### config.mk
export PLATFORM = sky130hd
export DESIGN_NAME = sac_top
export DESIGN_NICKNAME = d
export VERILOG_FILES = /design/src/hdl/sac_oc_filter.v /design/src/hdl/sac_top.v
export VERILOG_INCLUDE_DIRS = /design/src /design/src/shared
export SDC_FILE = /design/constraint.sdc
export NUM_CORES = 1
export LEC_CHECK = 0
export BUFFER_PORTS_ARGS = -buffer_cell sky130_fd_sc_hd__buf_2
export CORE_MARGIN = 1
export CORE_UTILIZATION = 45
export DETAILED_ROUTE_END_ITERATION = 6
export GPL_ROUTABILITY_DRIVEN = 0
export PLACE_DENSITY_LB_ADDON = 0.25
export SYNTH_ARGS = -nofsm -noshare
export SYNTH_HDL_FRONTEND = slang
export SYNTH_SLANG_ARGS = --single-unit
export TNS_END_PERCENT = 5
### constraint.sdc
create_clock -name ref_clk_i -period 6.8 [get_ports ref_clk_i]
set_clock_uncertainty 0.1 [all_clocks]
set_input_delay 0.34 -clock ref_clk_i [delete_from_list [all_inputs] [get_ports ref_clk_i]]
set_output_delay 0.34 -clock ref_clk_i [all_outputs]
set_load 0.03 [all_outputs]
### src/shared/sac_defs.vh
`ifndef SAC_DEFS_VH
`define SAC_DEFS_VH

// ----------------------------------------
// reference level and trim
// ----------------------------------------
`define SAC_ZCL_RST 2'h1
`define SAC_ZCL_2V5 2'h2
`define SAC_OFS_RST 6'h1f

// ----------------------------------------
// overcurrent filter, times in ns
// ----------------------------------------
`define SAC_CLK_MHZ 200
`define SAC_OCF_RST 2'h2
`define SAC_OCT_RST 1'b0
`define SAC_OCF_T0_NS 1500
`define SAC_OCF_T1_NS 3000
`define SAC_OCF_T2_NS 5000
`define SAC_OCF_T3_NS 10000
`define SAC_NS2CYC(ns) (((ns) * `SAC_CLK_MHZ) / 1000)

// ----------------------------------------
// calibration and gain defaults
// ----------------------------------------
`define SAC_CAL_MAX_CYC 4000
`define SAC_GAIN_RST 3'h0

// ----------------------------------------
// error flag bit positions
// ----------------------------------------
`define SAC_E12_CAL1 0
`define SAC_E12_SUP1A 1
`define SAC_E12_SUP1B 2
`define SAC_E12_CAL2 4
`define SAC_E12_SUP2A 5
`define SAC_E12_SUP2B 6
`define SAC_E3_CAL3 0
`define SAC_E3_SUPA 1
`define SAC_E3_SUPB 2

`endif
### src/hdl/sac_oc_filter.v
`timescale 1ns/100ps
`default_nettype none
`include "sac_defs.vh"

module sac_oc_filter #(
    parameter CW = 11
) (
    // clock and reset
    input wire ref_clk_i,
    input wire reset_i,
    // comparator level and limit
    input wire above_i,
    input wire [CW-1:0] limit_i,
    // result
    output reg flag_o
);

    reg [CW-1:0] cnt_r;

    always @(posedge ref_clk_i or posedge reset_i) begin
        if (reset_i) begin
            cnt_r <= {CW{1'b0}};
            flag_o <= 1'b0;
        end else if (!above_i) begin
            cnt_r <= {CW{1'b0}};
            flag_o <= 1'b0;
        end else if (cnt_r >= limit_i) begin
            flag_o <= 1'b1;
        end else begin
            cnt_r <= cnt_r + {{(CW-1){1'b0}}, 1'b1};
        end
    end

endmodule // sac_oc_filter
`default_nettype wire

### src/hdl/sac_top.v
`timescale 1ns/100ps
`default_nettype none
`include "sac_defs.vh"

module sac_top #(
    parameter CAL_MAX_CYC = `SAC_CAL_MAX_CYC
) (
    // clock and reset
    input wire ref_clk_i,
    input wire reset_i,
    // mode from the device mode logic
    input wire config_mode_i,
    input wire selftest_mode_i,
    // reference buffer settings
    input wire [1:0] ref_level_i,
    input wire ref_level_we_i,
    input wire [5:0] ref_trim_i,
    input wire ref_trim_we_i,
    // gain fields, three amplifiers, two registers each
    input wire [17:0] amp_gain_field_i,
    input wire gain_we_i,
    input wire gain_reg_toggle_i,
    // calibration control
    input wire cal_start_i,
    input wire [2:0] cal_select_i,
    input wire cal_abort_i,
    // analog calibration engine handshake (pins, synchronised)
    input wire cal_done_i,
    input wire cal_ok_i,
    input wire [7:0] cal_value_i,
    // overcurrent
    input wire oc_thresh_sel_i,
    input wire [1:0] oc_filter_sel_i,
    input wire oc_cfg_we_i,
    input wire [2:0] oc_above_i,
    // gain test and supply monitor
    input wire [2:0] low_gain_test_en_i,
    input wire [2:0] high_gain_test_en_i,
    input wire sup_check_i,
    input wire sup_done_i,
    input wire [5:0] sup_fault_i,
    input wire err_clear_i,
    // settings to the analog front end
    output reg [1:0] ref_level_o,
    output reg [5:0] ref_trim_o,
    output reg [8:0] amp_gain_o,
    output reg gain_reg_sel_o,
    output reg oc_thresh_sel_o,
    output reg [1:0] oc_filter_sel_o,
    output reg [2:0] test_volt_low_o,
    output reg [2:0] test_volt_high_o,
    output reg [2:0] input_block_o,
    // calibration
    output reg [2:0] cal_active_o,
    output reg cal_run_o,
    output reg [23:0] cal_value_o,
    output reg cal_busy_o,
    // supply monitor and temperature
    output reg sup_run_o,
    output reg temp_hold_o,
    // status
    output reg [2:0] oc_flag_o,
    output reg [7:0] amp12_error_flags_o,
    output reg [7:0] amp3_error_flags_o
);

    // ----------------------------------------
    // local constants
    // ----------------------------------------
    localparam CW = 11;
    localparam TW = 16;
    localparam ST_IDLE = 2'h0;
    localparam ST_RUN = 2'h1;
    localparam ST_NEXT = 2'h2;
    localparam integer CAL_LAST = CAL_MAX_CYC - 1;
    localparam integer LIM0 = `SAC_NS2CYC(`SAC_OCF_T0_NS);
    localparam integer LIM1 = `SAC_NS2CYC(`SAC_OCF_T1_NS);
    localparam integer LIM2 = `SAC_NS2CYC(`SAC_OCF_T2_NS);
    localparam integer LIM3 = `SAC_NS2CYC(`SAC_OCF_T3_NS);

    function [1:0] first_amp;
        input [2:0] pend;
        begin
            if (pend[0]) begin
                first_amp = 2'h0;
            end else if (pend[1]) begin
                first_amp = 2'h1;
            end else begin
                first_amp = 2'h2;
            end
        end
    endfunction

    function [CW-1:0] filt_cyc;
        input [1:0] code;
        begin
            case (code)
                2'h0: filt_cyc = LIM0[CW-1:0];
                2'h1: filt_cyc = LIM1[CW-1:0];
                2'h2: filt_cyc = LIM2[CW-1:0];
                default: filt_cyc = LIM3[CW-1:0];
            endcase
        end
    endfunction

    // ----------------------------------------
    // pin synchronisers
    // ----------------------------------------
    reg [2:0] s1_r;
    reg [2:0] s2_r;
    reg [2:0] oc_s1_r;
    reg [2:0] oc_s2_r;
    reg [5:0] sf_s1_r;
    reg [5:0] sf_s2_r;
    reg [7:0] cv_s1_r;
    reg [7:0] cv_s2_r;
    wire done_s = s2_r[0];
    wire ok_s = s2_r[1];
    wire sdone_s = s2_r[2];

    always @(posedge ref_clk_i or posedge reset_i) begin
        if (reset_i) begin
            s1_r <= 3'h0;
            s2_r <= 3'h0;
            oc_s1_r <= 3'h0;
            oc_s2_r <= 3'h0;
            sf_s1_r <= 6'h00;
            sf_s2_r <= 6'h00;
            cv_s1_r <= 8'h00;
            cv_s2_r <= 8'h00;
        end else begin
            s1_r <= {sup_done_i, cal_ok_i, cal_done_i};
            s2_r <= s1_r;
            oc_s1_r <= oc_above_i;
            oc_s2_r <= oc_s1_r;
            sf_s1_r <= sup_fault_i;
            sf_s2_r <= sf_s1_r;
            cv_s1_r <= cal_value_i;
            cv_s2_r <= cv_s1_r;
        end
    end

    // ----------------------------------------
    // configuration fields
    // ----------------------------------------
    reg [17:0] gain_r;

    always @(posedge ref_clk_i or posedge reset_i) begin
        if (reset_i) begin
            ref_level_o <= `SAC_ZCL_RST;
            ref_trim_o <= `SAC_OFS_RST;
            gain_r <= {6{`SAC_GAIN_RST}};
            gain_reg_sel_o <= 1'b0;
            oc_thresh_sel_o <= `SAC_OCT_RST;
            oc_filter_sel_o <= `SAC_OCF_RST;
        end else begin
            // reserved level codes are refused, old level stays
            if (ref_level_we_i && (ref_level_i == `SAC_ZCL_RST ||
                ref_level_i == `SAC_ZCL_2V5)) begin
                ref_level_o <= ref_level_i;
            end
            if (ref_trim_we_i) begin
                ref_trim_o <= ref_trim_i;
            end
            if (gain_we_i) begin
                gain_r <= amp_gain_field_i;
            end
            if (gain_reg_toggle_i) begin
                gain_reg_sel_o <= ~gain_reg_sel_o;
            end
            if (oc_cfg_we_i) begin
                oc_thresh_sel_o <= oc_thresh_sel_i;
                oc_filter_sel_o <= oc_filter_sel_i;
            end
        end
    end

    // ----------------------------------------
    // gain routing and gain test
    // ----------------------------------------
    integer i;
    reg [8:0] gsel;
    reg [2:0] tl_nxt;
    reg [2:0] th_nxt;

    always @* begin
        gsel = 9'h000;
        for (i = 0; i < 3; i = i + 1) begin
            // field layout: amp i register 1 at 6i, register 2 at 6i+3
            gsel[3*i +: 3] = gain_reg_sel_o ? gain_r[6*i+3 +: 3] :
                gain_r[6*i +: 3];
        end
        tl_nxt = selftest_mode_i && !gain_reg_sel_o ?
            low_gain_test_en_i : 3'h0;
        th_nxt = selftest_mode_i && gain_reg_sel_o ?
            high_gain_test_en_i : 3'h0;
    end

    always @(posedge ref_clk_i or posedge reset_i) begin
        if (reset_i) begin
            amp_gain_o <= 9'h000;
            test_volt_low_o <= 3'h0;
            test_volt_high_o <= 3'h0;
            input_block_o <= 3'h0;
        end else begin
            amp_gain_o <= gsel;
            test_volt_low_o <= tl_nxt;
            test_volt_high_o <= th_nxt;
            input_block_o <= tl_nxt | th_nxt;
        end
    end

    // ----------------------------------------
    // overcurrent filters, shared limit
    // ----------------------------------------
    reg [CW-1:0] limit_r;
    wire [2:0] oc_hit;

    always @(posedge ref_clk_i or posedge reset_i) begin
        if (reset_i) begin
            limit_r <= LIM2[CW-1:0];
            oc_flag_o <= 3'h0;
        end else begin
            limit_r <= filt_cyc(oc_filter_sel_o);
            oc_flag_o <= oc_hit;
        end
    end

    genvar g;
    generate
        for (g = 0; g < 3; g = g + 1) begin : gen_oc
            sac_oc_filter #(
                .CW(CW)
            ) u_filt (
                .ref_clk_i(ref_clk_i),
                .reset_i(reset_i),
                .above_i(oc_s2_r[g]),
                .limit_i(limit_r),
                .flag_o(oc_hit[g])
            );
        end
    endgenerate

    // ----------------------------------------
    // calibration sequencer
    // ----------------------------------------
    reg [1:0] st_r;
    reg [2:0] pend_r;
    reg [1:0] cur_r;
    reg [TW-1:0] tmr_r;
    reg [2:0] cal_fail;
    reg [2:0] done_p;
    reg done_d_r;

    always @(posedge ref_clk_i or posedge reset_i) begin
        if (reset_i) begin
            st_r <= ST_IDLE;
            pend_r <= 3'h0;
            cur_r <= 2'h0;
            tmr_r <= {TW{1'b0}};
            cal_active_o <= 3'h0;
            cal_run_o <= 1'b0;
            cal_busy_o <= 1'b0;
            cal_value_o <= 24'h000000;
            cal_fail <= 3'h0;
            done_d_r <= 1'b0;
        end else begin
            cal_fail <= 3'h0;
            done_d_r <= done_s;
            case (st_r)
                ST_IDLE: begin
                    // config mode drops requests silently
                    if (cal_start_i && !config_mode_i &&
                        cal_select_i != 3'h0) begin
                        pend_r <= cal_select_i;
                        st_r <= ST_NEXT;
                        cal_busy_o <= 1'b1;
                    end
                end
                ST_NEXT: begin
                    if (pend_r == 3'h0 || cal_abort_i || config_mode_i) begin
                        // an abort between two amplifiers drops the rest
                        pend_r <= 3'h0;
                        st_r <= ST_IDLE;
                        cal_busy_o <= 1'b0;
                    end else begin
                        cur_r <= first_amp(pend_r);
                        cal_active_o <= 3'h1 << first_amp(pend_r);
                        cal_run_o <= 1'b1;
                        tmr_r <= {TW{1'b0}};
                        st_r <= ST_RUN;
                    end
                end
                default: begin
                    tmr_r <= tmr_r + {{(TW-1){1'b0}}, 1'b1};
                    if (cal_abort_i || config_mode_i) begin
                        // abort ends the whole sequence, value untouched
                        pend_r <= 3'h0;
                        cal_active_o <= 3'h0;
                        cal_run_o <= 1'b0;
                        st_r <= ST_NEXT;
                    // rising edge only: a stale done of the previous amp
                    end else if ((done_s && !done_d_r) ||
                        tmr_r >= CAL_LAST[TW-1:0]) begin
                        if (done_s && ok_s) begin
                            cal_value_o[8*cur_r +: 8] <= cv_s2_r;
                        end else begin
                            cal_fail <= 3'h1 << cur_r;
                        end
                        pend_r <= pend_r & ~(3'h1 << cur_r);
                        cal_active_o <= 3'h0;
                        cal_run_o <= 1'b0;
                        st_r <= ST_NEXT;
                    end
                end
            endcase
        end
    end

    // ----------------------------------------
    // supply monitor
    // ----------------------------------------
    reg cfg_d_r;
    reg sd_d_r;

    always @(posedge ref_clk_i or posedge reset_i) begin
        if (reset_i) begin
            cfg_d_r <= 1'b1;
            sd_d_r <= 1'b0;
            sup_run_o <= 1'b0;
            temp_hold_o <= 1'b0;
        end else begin
            cfg_d_r <= config_mode_i;
            sd_d_r <= sdone_s;
            if ((sup_check_i && selftest_mode_i) ||
                (cfg_d_r && !config_mode_i)) begin
                sup_run_o <= 1'b1;
                temp_hold_o <= 1'b1;
            end else if (sup_run_o && sdone_s && !sd_d_r) begin
                sup_run_o <= 1'b0;
                temp_hold_o <= 1'b0;
            end
        end
    end

    always @* begin
        done_p = {3{sup_run_o && sdone_s && !sd_d_r}};
    end

    // ----------------------------------------
    // error flags, set wins over clear
    // ----------------------------------------
    reg [7:0] e12_set;
    reg [7:0] e3_set;

    always @* begin
        e12_set = 8'h00;
        e3_set = 8'h00;
        e12_set[`SAC_E12_CAL1] = cal_fail[0];
        e12_set[`SAC_E12_CAL2] = cal_fail[1];
        e3_set[`SAC_E3_CAL3] = cal_fail[2];
        // faults only flag, nothing else reacts to them
        e12_set[`SAC_E12_SUP1A] = done_p[0] & sf_s2_r[0];
        e12_set[`SAC_E12_SUP1B] = done_p[0] & sf_s2_r[1];
        e12_set[`SAC_E12_SUP2A] = done_p[1] & sf_s2_r[2];
        e12_set[`SAC_E12_SUP2B] = done_p[1] & sf_s2_r[3];
        e3_set[`SAC_E3_SUPA] = done_p[2] & sf_s2_r[4];
        e3_set[`SAC_E3_SUPB] = done_p[2] & sf_s2_r[5];
    end

    always @(posedge ref_clk_i or posedge reset_i) begin
        if (reset_i) begin
            amp12_error_flags_o <= 8'h00;
            amp3_error_flags_o <= 8'h00;
        end else if (err_clear_i) begin
            amp12_error_flags_o <= e12_set;
            amp3_error_flags_o <= e3_set;
        end else begin
            amp12_error_flags_o <= amp12_error_flags_o | e12_set;
            amp3_error_flags_o <= amp3_error_flags_o | e3_set;
        end
    end

endmodule // sac_top
`default_nettype wire

# Word level (Yosys, flattened, before mapping)
# Index checks and enable logic that the tools add are counted.
# W data, S select, Z words.
# totals
ff_bits,213
out_inout_bits,80
# op_classes
add_sub_neg,5
order_cmp,4
eq_ne,14
n_shift,4
mux,54
bitwise,16
n_reduce_logical,37
# ops
operator,count
$mux W11,6
$mux W3,16
$neg A5 Y34,1
$shift A8 B34 Y24 const A,1
$shiftx A8 B34 Y24,1
$add A11 B1 Y11 const B,3
$ge A11 B11 Y1,3
$pmux W11 S3,1
$pmux W16 S2,1
$bwmux W24,1
$add A16 B1 Y16 const B,1
$ge A16 B12 Y1 const B,1
$mux W16,1
$mux W8,2
$mux W1,14
$mux W2,7
$ne A2 B2 Y1 const B,6
$pmux W3 S2,2
$logic_and A1 B1 Y1,11
$reduce_and A3 Y1,3
$or A8 B3 Y8,1
$or A8 B7 Y8,1
$and A1 B1 Y1,6
$eq A2 B2 Y1 const B,3
other kinds (19),41

# Logic depth before layout (Yosys ltp)
# Gate-level depths: netlist of the first run.
# logic_depth
ltp_word,8
depth_mapped,10
mapped_depth_nobuf,7

# Hierarchy
# Synthesis of the first run repeated with hierarchy kept, for this count alone.
# hier_totals
hier_cells,811
area_unflattened_um2,9231.4
# by_module_without_submodules
mod,instances,cells_per_inst,area_per_inst_um2,seq_area_each_um2
sac_top,1,499,6502.5,4195.3
sac_oc_filter,3,104,909.6,300.3

# Least setup slack after synthesis of the first run
# OpenSTA, ideal clock, no wires.
# synth_path
path_type,register to register
startpoint,register limit_r[9]
endpoint,register gen_oc[2].u_filt.cnt_r[6]
setup_time_ns,0.140
t_arrival_ns,2.161
required_ns,6.560
path_slack_ns,4.399
path_stages_with_launch,10
path_buffers,2
period_less_slack_ns,2.401
path_cell_list,dfstp_2 inv_1 ha_1 a21o_1 a21o_1 a211o_1 buf_6 buf_2 o311ai_0 o41ai_1
# synth_via
elab_chain_cells,2
# synth_lines
item,line_no,rtl
start: declaration,sac_top.v:216,reg [CW-1:0] limit_r;
start signal: assignment,sac_top.v:221,limit_r <= LIM2[CW-1:0];
start signal: assignment,sac_top.v:224,limit_r <= filt_cyc(oc_filter_sel_o);
$ge A11 B11 Y1,sac_oc_filter.v:27,end else if (cnt_r >= limit_i) begin
$ne A2 B2 Y1 (no line),--,
end signal: assignment,sac_oc_filter.v:22,cnt_r <= {CW{1'b0}};
end signal: assignment,sac_oc_filter.v:25,cnt_r <= {CW{1'b0}};
end signal: assignment,sac_oc_filter.v:30,"cnt_r <= cnt_r + {{(CW-1){1'b0}}, 1'b1};"
end: declaration,sac_oc_filter.v:18,reg [CW-1:0] cnt_r;
# Every way passes these cells.
# A chain may end at the register's enable or synchronous reset.

# Final worst setup path of the first run
# layout_path
startpoint,register limit_r[9]
endpoint,register gen_oc[2].u_filt.cnt_r[8]
# The elaborated chain is that of the path after synthesis.

==> out/metrics.yaml, run 1 <==
global_routing:
  grt_pass1_wl_um: 29900
  grt_pass1_vias: 5978
  overflow: 0
  grt_max_degree: 135
  grt_usage_pct: 19.0
  antenna_found_initial: 5
route:
  route.detailed.drc: 0
  dr_wl_met3_um: 1050
  vias: 6032
  drt_iter0_drc: 362
  met2_wirelength_um: 8510
  drt-pass1-iter-count: 5
  met1_length_um: 7810
  drt-total-wl_um: 17700
  drtAntennaViolNets: 0
  via_per_inst: 5.09
  top_layer: "met4"
  detail_route.wl_per_cell_um: 14.9
yosys:
  ys_ff_latch: 203
  syn_inst: 730
  seq_area_frac_synth_pct: 59.9
  synth-compound-area-share_pct: 11.8
  yosysWarnings: 0
  synth_area_um2: 8510
  synth_cell_types: 53
  synthXorXnorAreaFrac_pct: 0.720
  yosys.area.top_type: "dfrtp_1"
  synth-simple-area-share_pct: 12.2
  async_reset_ff_share_pct: 100
  synth_top_family_by_area: "simple AND/OR/NAND/NOR gates"
  yosys.area_share.adder_pct: 5.88
  synth_mux_area_share_pct: 5.94
  synth.avg_cell_area_um2: 11.7
  synth_ff_type: "dfrtp_1"
  synthTopCellsByCount: "dfrtp_1, nand2_1, o21ai_0, ha_1, inv_1"
  yosysMostFrequentCell: "dfrtp_1"
  synth_edf_count: 0
  synthTopCellsByArea: "dfrtp_1, ha_1, mux2_2"
  synth_top_cell_area_share_pct: 55.9
sta:
  fmax_mhz: 371
  period_minus_slack_ps: 2700
  setup_violations: 0
  setup_tns_ps: 0
  rsz0062_at_grt: "false"
  report.final.slew_viol_count: 0
  fin_crit_sh_pct: 39.7
  hold_slack_ps: 15.2
  fin_ws_ps: 4100
  max-slew-margin-rel_pct: 26.2
  worst_pin_slew_ps: 1110
  hold_violations: 0
outcome:
  status: "finished clean"
worst_setup_path:
  cp-end-kind: "flop"
  cp.required_ps: 7110
  critPathLaunchType: "flop"
  path_class: "flop to flop"
  worst_ep_arrival_time_ps: 3010
  worst-path-max-fanout: 20
min_path:
  hp-class: "primary input to flop"
clock_tree:
  clock_path_buffers: 3
  path_clk_slew_ps: 60
  cts_tree: "built"
  ctsRootBufferMaster: "clkbuf_16"
  cts.sinks: 203
  cts_setup_buffers: 0
  insertion_delay_ps: 500
  cts_resized: 0
  numCtsBuffers: 23
  cts_htree_levels: 1
run:
  max-cap-violations: 0
placed_design:
  dp_cells: 1079
  port_buffers: 143
  hpwl_um: 11800
  place_ws_ps: 4080
floorplanning:
  core_area_um2: 18300
  fp.dieArea_um2: 19500
  die_x_um: 140
  core.rowCount: 49
  start_util_pct: 46.6
  ioPinCount: 151
  fp.dieH_um: 140
layout:
  syn2layout_area_growth_pct: 26.0
  drive_gt1_share_pct: 24.6
  final_cells: 1184
  nets: 1044
power:
  vdd_ir_drop_max_uv: 234
  p_leak_uw: 0.00521
  cellPowerDensity_nw_per_um2: 295
==> cell usage in the layout (no fill, tap or decap), types with 11 or more instances in the layout <==
| cell type | Yosys | final |
|---|---|---|
| mux2_2 | 36 | 36 |
| dfrtp_1 | 190 | 190 |
| nand3_1 | 23 | 23 |
| inv_1 | 37 | 36 |
| clkbuf_16 | 0 | 23 |
| buf_2 | 6 | 143 |
| nand2_1 | 85 | 85 |
| o21ai_0 | 51 | 51 |
| dlygate4sd3_1 | 0 | 58 |
| a21oi_1 | 22 | 22 |
| a21o_1 | 12 | 12 |
| dfstp_2 | 13 | 13 |
| and3_1 | 12 | 12 |
| nor2_1 | 25 | 25 |
| ha_1 | 40 | 40 |
| and2_1 | 11 | 11 |
==> repair_timing <==
| item | 4_1_cts | 5_1_grt |
|---|---|---|
| endpoints found under the hold margin | 129 | 0 |
| hold buffers | 58 | 0 |
| setup endpoints to repair | 0 | 0 |
==> logic make-up (layout without fill, tap and decap cells) <==
kind of cell	after synthesis	in the layout
muxes	46	46
adders and majority gates	40	40
xor gates and xnor gates	7	7
AOI/OAI and AO/OA	152	152
and+or+nand+nor	212	212
other	1	12
buffers and inverters	69	283
DFF	203	203
==> worst max-delay path, cell delays in order, from the launching register on <==
cell and delay, ps:
dfstp_2 510, inv_1 110, ha_1 330, a21o_1 180, a21o_1 160, a211o_1 460
or4_1 570, a21boi_0 180
==> metal layers <==
metal	track usage (%)	vias to the layer above
met5	0	-
met4	4.97	0
met3	4.78	24
met2	30.8	121
met1	25.4	2913
li1	-	2974
==> sequential cells by signal, summed over array words and instances, names as in the netlist, 8 cells and up <==
| name | flops |
|---|---|
| cv_s1_r | 8 |
| gain_r | 18 |
| amp_gain_o | 9 |
| cv_s2_r | 8 |
| cal_value_o | 24 |
| limit_r | 8 |
| tmr_r | 16 |
| gen_oc.u_filt.cnt_r | 33 |
==> cell type report <==
| class | count | area, µm² |
|---|---|---|
| fill | 1489 | 7550 |
| sequential | 203 | 5100 |
| multi-input combinational | 464 | 3130 |
| timing repair buffer | 202 | 1300 |
| clock buffer | 36 | 674 |
| tap | 229 | 287 |
| inverter | 39 | 154 |
| clock inverter | 6 | 62.6 |
| antenna | 5 | 12.5 |
==> worst paths after layout <==
| path | endpoint | start | slack (ps) | cells after the start |
|---|---|---|---|---|
| setup reg to reg | gen_oc[2].u_filt.cnt_r[8] | limit_r[9] | 4100 | 7 |
| hold reg to reg | s2_r[0] | s1_r[0] | 240 | 0 |
| max in group asynchronous | gain_r[5] | reset_i | 4710 | 4 |
| setup / recovery | gen_oc[2].u_filt.cnt_r[8] | limit_r[9] | 4100 | 7 |
| min in group asynchronous | sf_s1_r[3] | reset_i | 480 | 3 |
| hold / removal | test_volt_high_o[0] | high_gain_test_en_i[0] | 20 | 2 |
==> report_power, final <==
part           leakage, µW  total, µW  internal, µW  switching [µW]
combinational      0.00228        518           206             313
sequential         0.00257       1460          1340             116
clock             0.000363       1190           719             471
==> stage by stage <==
stage	util (%)	total power, µW	cell area [µm²]
final	58.7	3170	10700
after global routing	58.6	3320	10700
after CTS	58.6	3210	10700
after detailed placement	51.4	1980	9390
after global placement	51.4	1960	9390
after floorplan	-	1810	8530
Note: power is estimated with default switching activity, not from simulation.
==> run 2: changes to the inputs <==
==> constraint.sdc (replaced) <==
create_clock -name ref_clk_i -period 2.8 [get_ports ref_clk_i]
set_clock_uncertainty 0.1 [all_clocks]
set_input_delay 0.14 -clock ref_clk_i [delete_from_list [all_inputs] [get_ports ref_clk_i]]
set_output_delay 0.14 -clock ref_clk_i [all_outputs]
set_load 0.03 [all_outputs]
==> run 2 against run 1 <==
Effect of this change: cell area grew 2.8%; utilization grew 1.6 points; critical path type unchanged; die area unchanged; count of clock-buffer cells in the layout increased by 2; first-iteration DRC count down 19%; clock power increased by 140%; final cell count is 2.3% higher.
==> out/metrics.yaml, run 2 (synthesis gave the netlist of run 1 again) <==
worst_setup_path:
  cp.required_ps: 3060  # -4050 ps
  reg2reg_slack_ps: 220  # -3880 ps
  cp-end-kind: "flop"
  path_class: "flop to flop"
  worst-path-max-fanout: 14  # -30%
  worst_ep_arrival_time_ps: 2840  # -170 ps
  critPathLaunchType: "flop"
clock_tree:
  path_clk_slew_ps: 60  # about the same
  ctsRootBufferMaster: "clkbuf_16"
  clock_path_buffers: 3  # unchanged
  insertion_delay_ps: 510  # about the same
  numCtsBuffers: 23  # unchanged
  cts_htree_levels: 1  # unchanged
  cts_tree: "built"
  cts_setup_buffers: 0  # unchanged
  ctsHoldBuffers: 80  # +38%
  cts_resized: 0  # unchanged
  cts.sinks: 203  # unchanged
sta:
  fmax_mhz: 388  # +4.6%
  report.final.slew_viol_count: 0  # unchanged
  rsz0062_at_grt: "false"
  hold_violations: 0  # unchanged
  setup_violations: 0  # unchanged
  fin_crit_sh_pct: 92.1  # +52 points
  period_minus_slack_ps: 2580  # -118 ps
  max-slew-margin-rel_pct: 50.0  # +24 points
  worst_pin_slew_ps: 748  # -358 ps
floorplanning:
  fp.dieH_um: 140  # unchanged
  core_area_um2: 18300  # unchanged
  ioPinCount: 151  # unchanged
  start_util_pct: 46.6  # unchanged
  die_x_um: 140  # unchanged
  fp.dieArea_um2: 19500  # unchanged
  core.rowCount: 49  # unchanged
placed_design:
  port_buffers: 143  # unchanged
  hpwl_um: 12300  # +4.1%
  placed_cell_area_um2: 9500  # +1.2%
  dp_cells: 1089  # +0.93%
route:
  route.detailed.drc: 0  # unchanged
  drt-pass1-iter-count: 4  # -1
  detail_route.wl_per_cell_um: 15.3  # +2.5%
  drt_iter0_drc: 294  # -19%
  via_per_inst: 5.11  # +0.28%
  drtAntennaViolNets: 0  # unchanged
  drt-total-wl_um: 18600  # +4.9%
  vias: 6187  # +2.6%
layout:
  nets: 1076  # +3.1%
  top_register: "gen_oc.u_filt.cnt_r"
  final_common_cell: "dfrtp_1"
  largest_reg_flops: 33  # unchanged
  layout_common_cells: "dfrtp_1, buf_2, nand2_1"
  design_area_um2: 11000  # +2.8%
  largestRegisters: "gen_oc.u_filt.cnt_r (33), cal_value_o (24), gain_r (18)"
  drive_gt1_share_pct: 24.7  # +0.11 points
  n_antenna_cell: 0  # -5
  syn2layout_area_growth_pct: 29.5
  final_cells: 1211  # +2.3%
global_routing:
  overflow: 0  # unchanged
  grt_usage_pct: 19.9  # +0.91 points
  grt_max_degree: 75  # -44%
  grt_pass1_vias: 6351  # +6.2%
  grt_pass1_wl_um: 31400  # +4.9%
  antenna_found_initial: 0  # -5
power:
  vdd_ir_drop_max_uv: 581  # +150%
  p_leak_uw: 0.00535  # +2.7%
  cellPowerDensity_nw_per_um2: 701  # +140%
outcome:
  status: "finished clean"
run:
  max-cap-violations: 0  # unchanged
min_path:
  hp-class: "primary input to flop"
-- run 2: cell types whose count changed in the layout (fill, tap and decap cells not counted), sizes merged --
cell / previous run / this run
clkbuf: 36 / 38
buf: 144 / 154
diode: 5 / 0
bufinv: 1 / 0
dlygate4sd3: 58 / 80
inv: 38 / 37
clkinv: 6 / 5
clkinvlp: 0 / 1
-- run 2: path summary, 6_finish.rpt --
check,start,end,cells past startpoint
setup / recovery,limit_r[9],gen_oc[2].u_filt.cnt_r[9],8
max in group asynchronous,reset_i,gain_r[9],4
hold / removal,cal_start_i,cal_busy_o,5
hold reg to reg,sf_s1_r[5],sf_s2_r[5],0
min in group asynchronous,reset_i,cal_busy_o,3
setup reg to reg,limit_r[9],gen_oc[2].u_filt.cnt_r[9],8
-- run 2: stage by stage --
stage | total power [µW] | hold slack [ps] | setup slack, ps | TNS, ps | util, %
3_5_place_dp | 4850 | 149 | 255 | 0 | 52.0
2_1_floorplan | 4390 | 44.5 | -59.7 | -11340 | -
3_3_place_gp | 4820 | 147 | 309 | 0 | 52.0
4_1_cts | 7810 | 32.7 | 195 | 0 | 60.3
5_1_grt | 8110 | 71.5 | 53.6 | 0 | 60.3
6_report | 7730 | 45.7 | 221 | 0 | 60.3
-- run 2: final cells by class --
type / count / area (µm²)
clock buffers: 38 / 692
clock inverters: 4 / 23.8
fillers: 1475 / 7250
inverters: 39 / 150
multi-input cells: 464 / 3130
flip-flops and latches: 203 / 5100
well taps: 229 / 287
repair buffers: 234 / 1640
-- run 2: critical path, cell delays in order, from the launching register on --
cell and delay [ps]:
dfstp_2 520, inv_1 110, ha_1 340, a21o_1 180, a21o_1 170, a211o_1 320, buf_4 220, o311ai_0 350
o41ai_1 140
-- run 2: metal layers --
metal	share of wire, %	GRT usage (%)	wire, µm
met1	44	25.5	8170
met2	48	33.9	8970
met3	5.5	4.61	1020
met4	2.1	5.26	398
met5	0	0	0
-- run 2: power breakdown --
part	leakage, µW	total [µW]	switching, µW	internal (µW)
registers	0.00257	3530	263	3270
clock network	0.000353	2830	1150	1680
logic	0.00243	1370	800	574
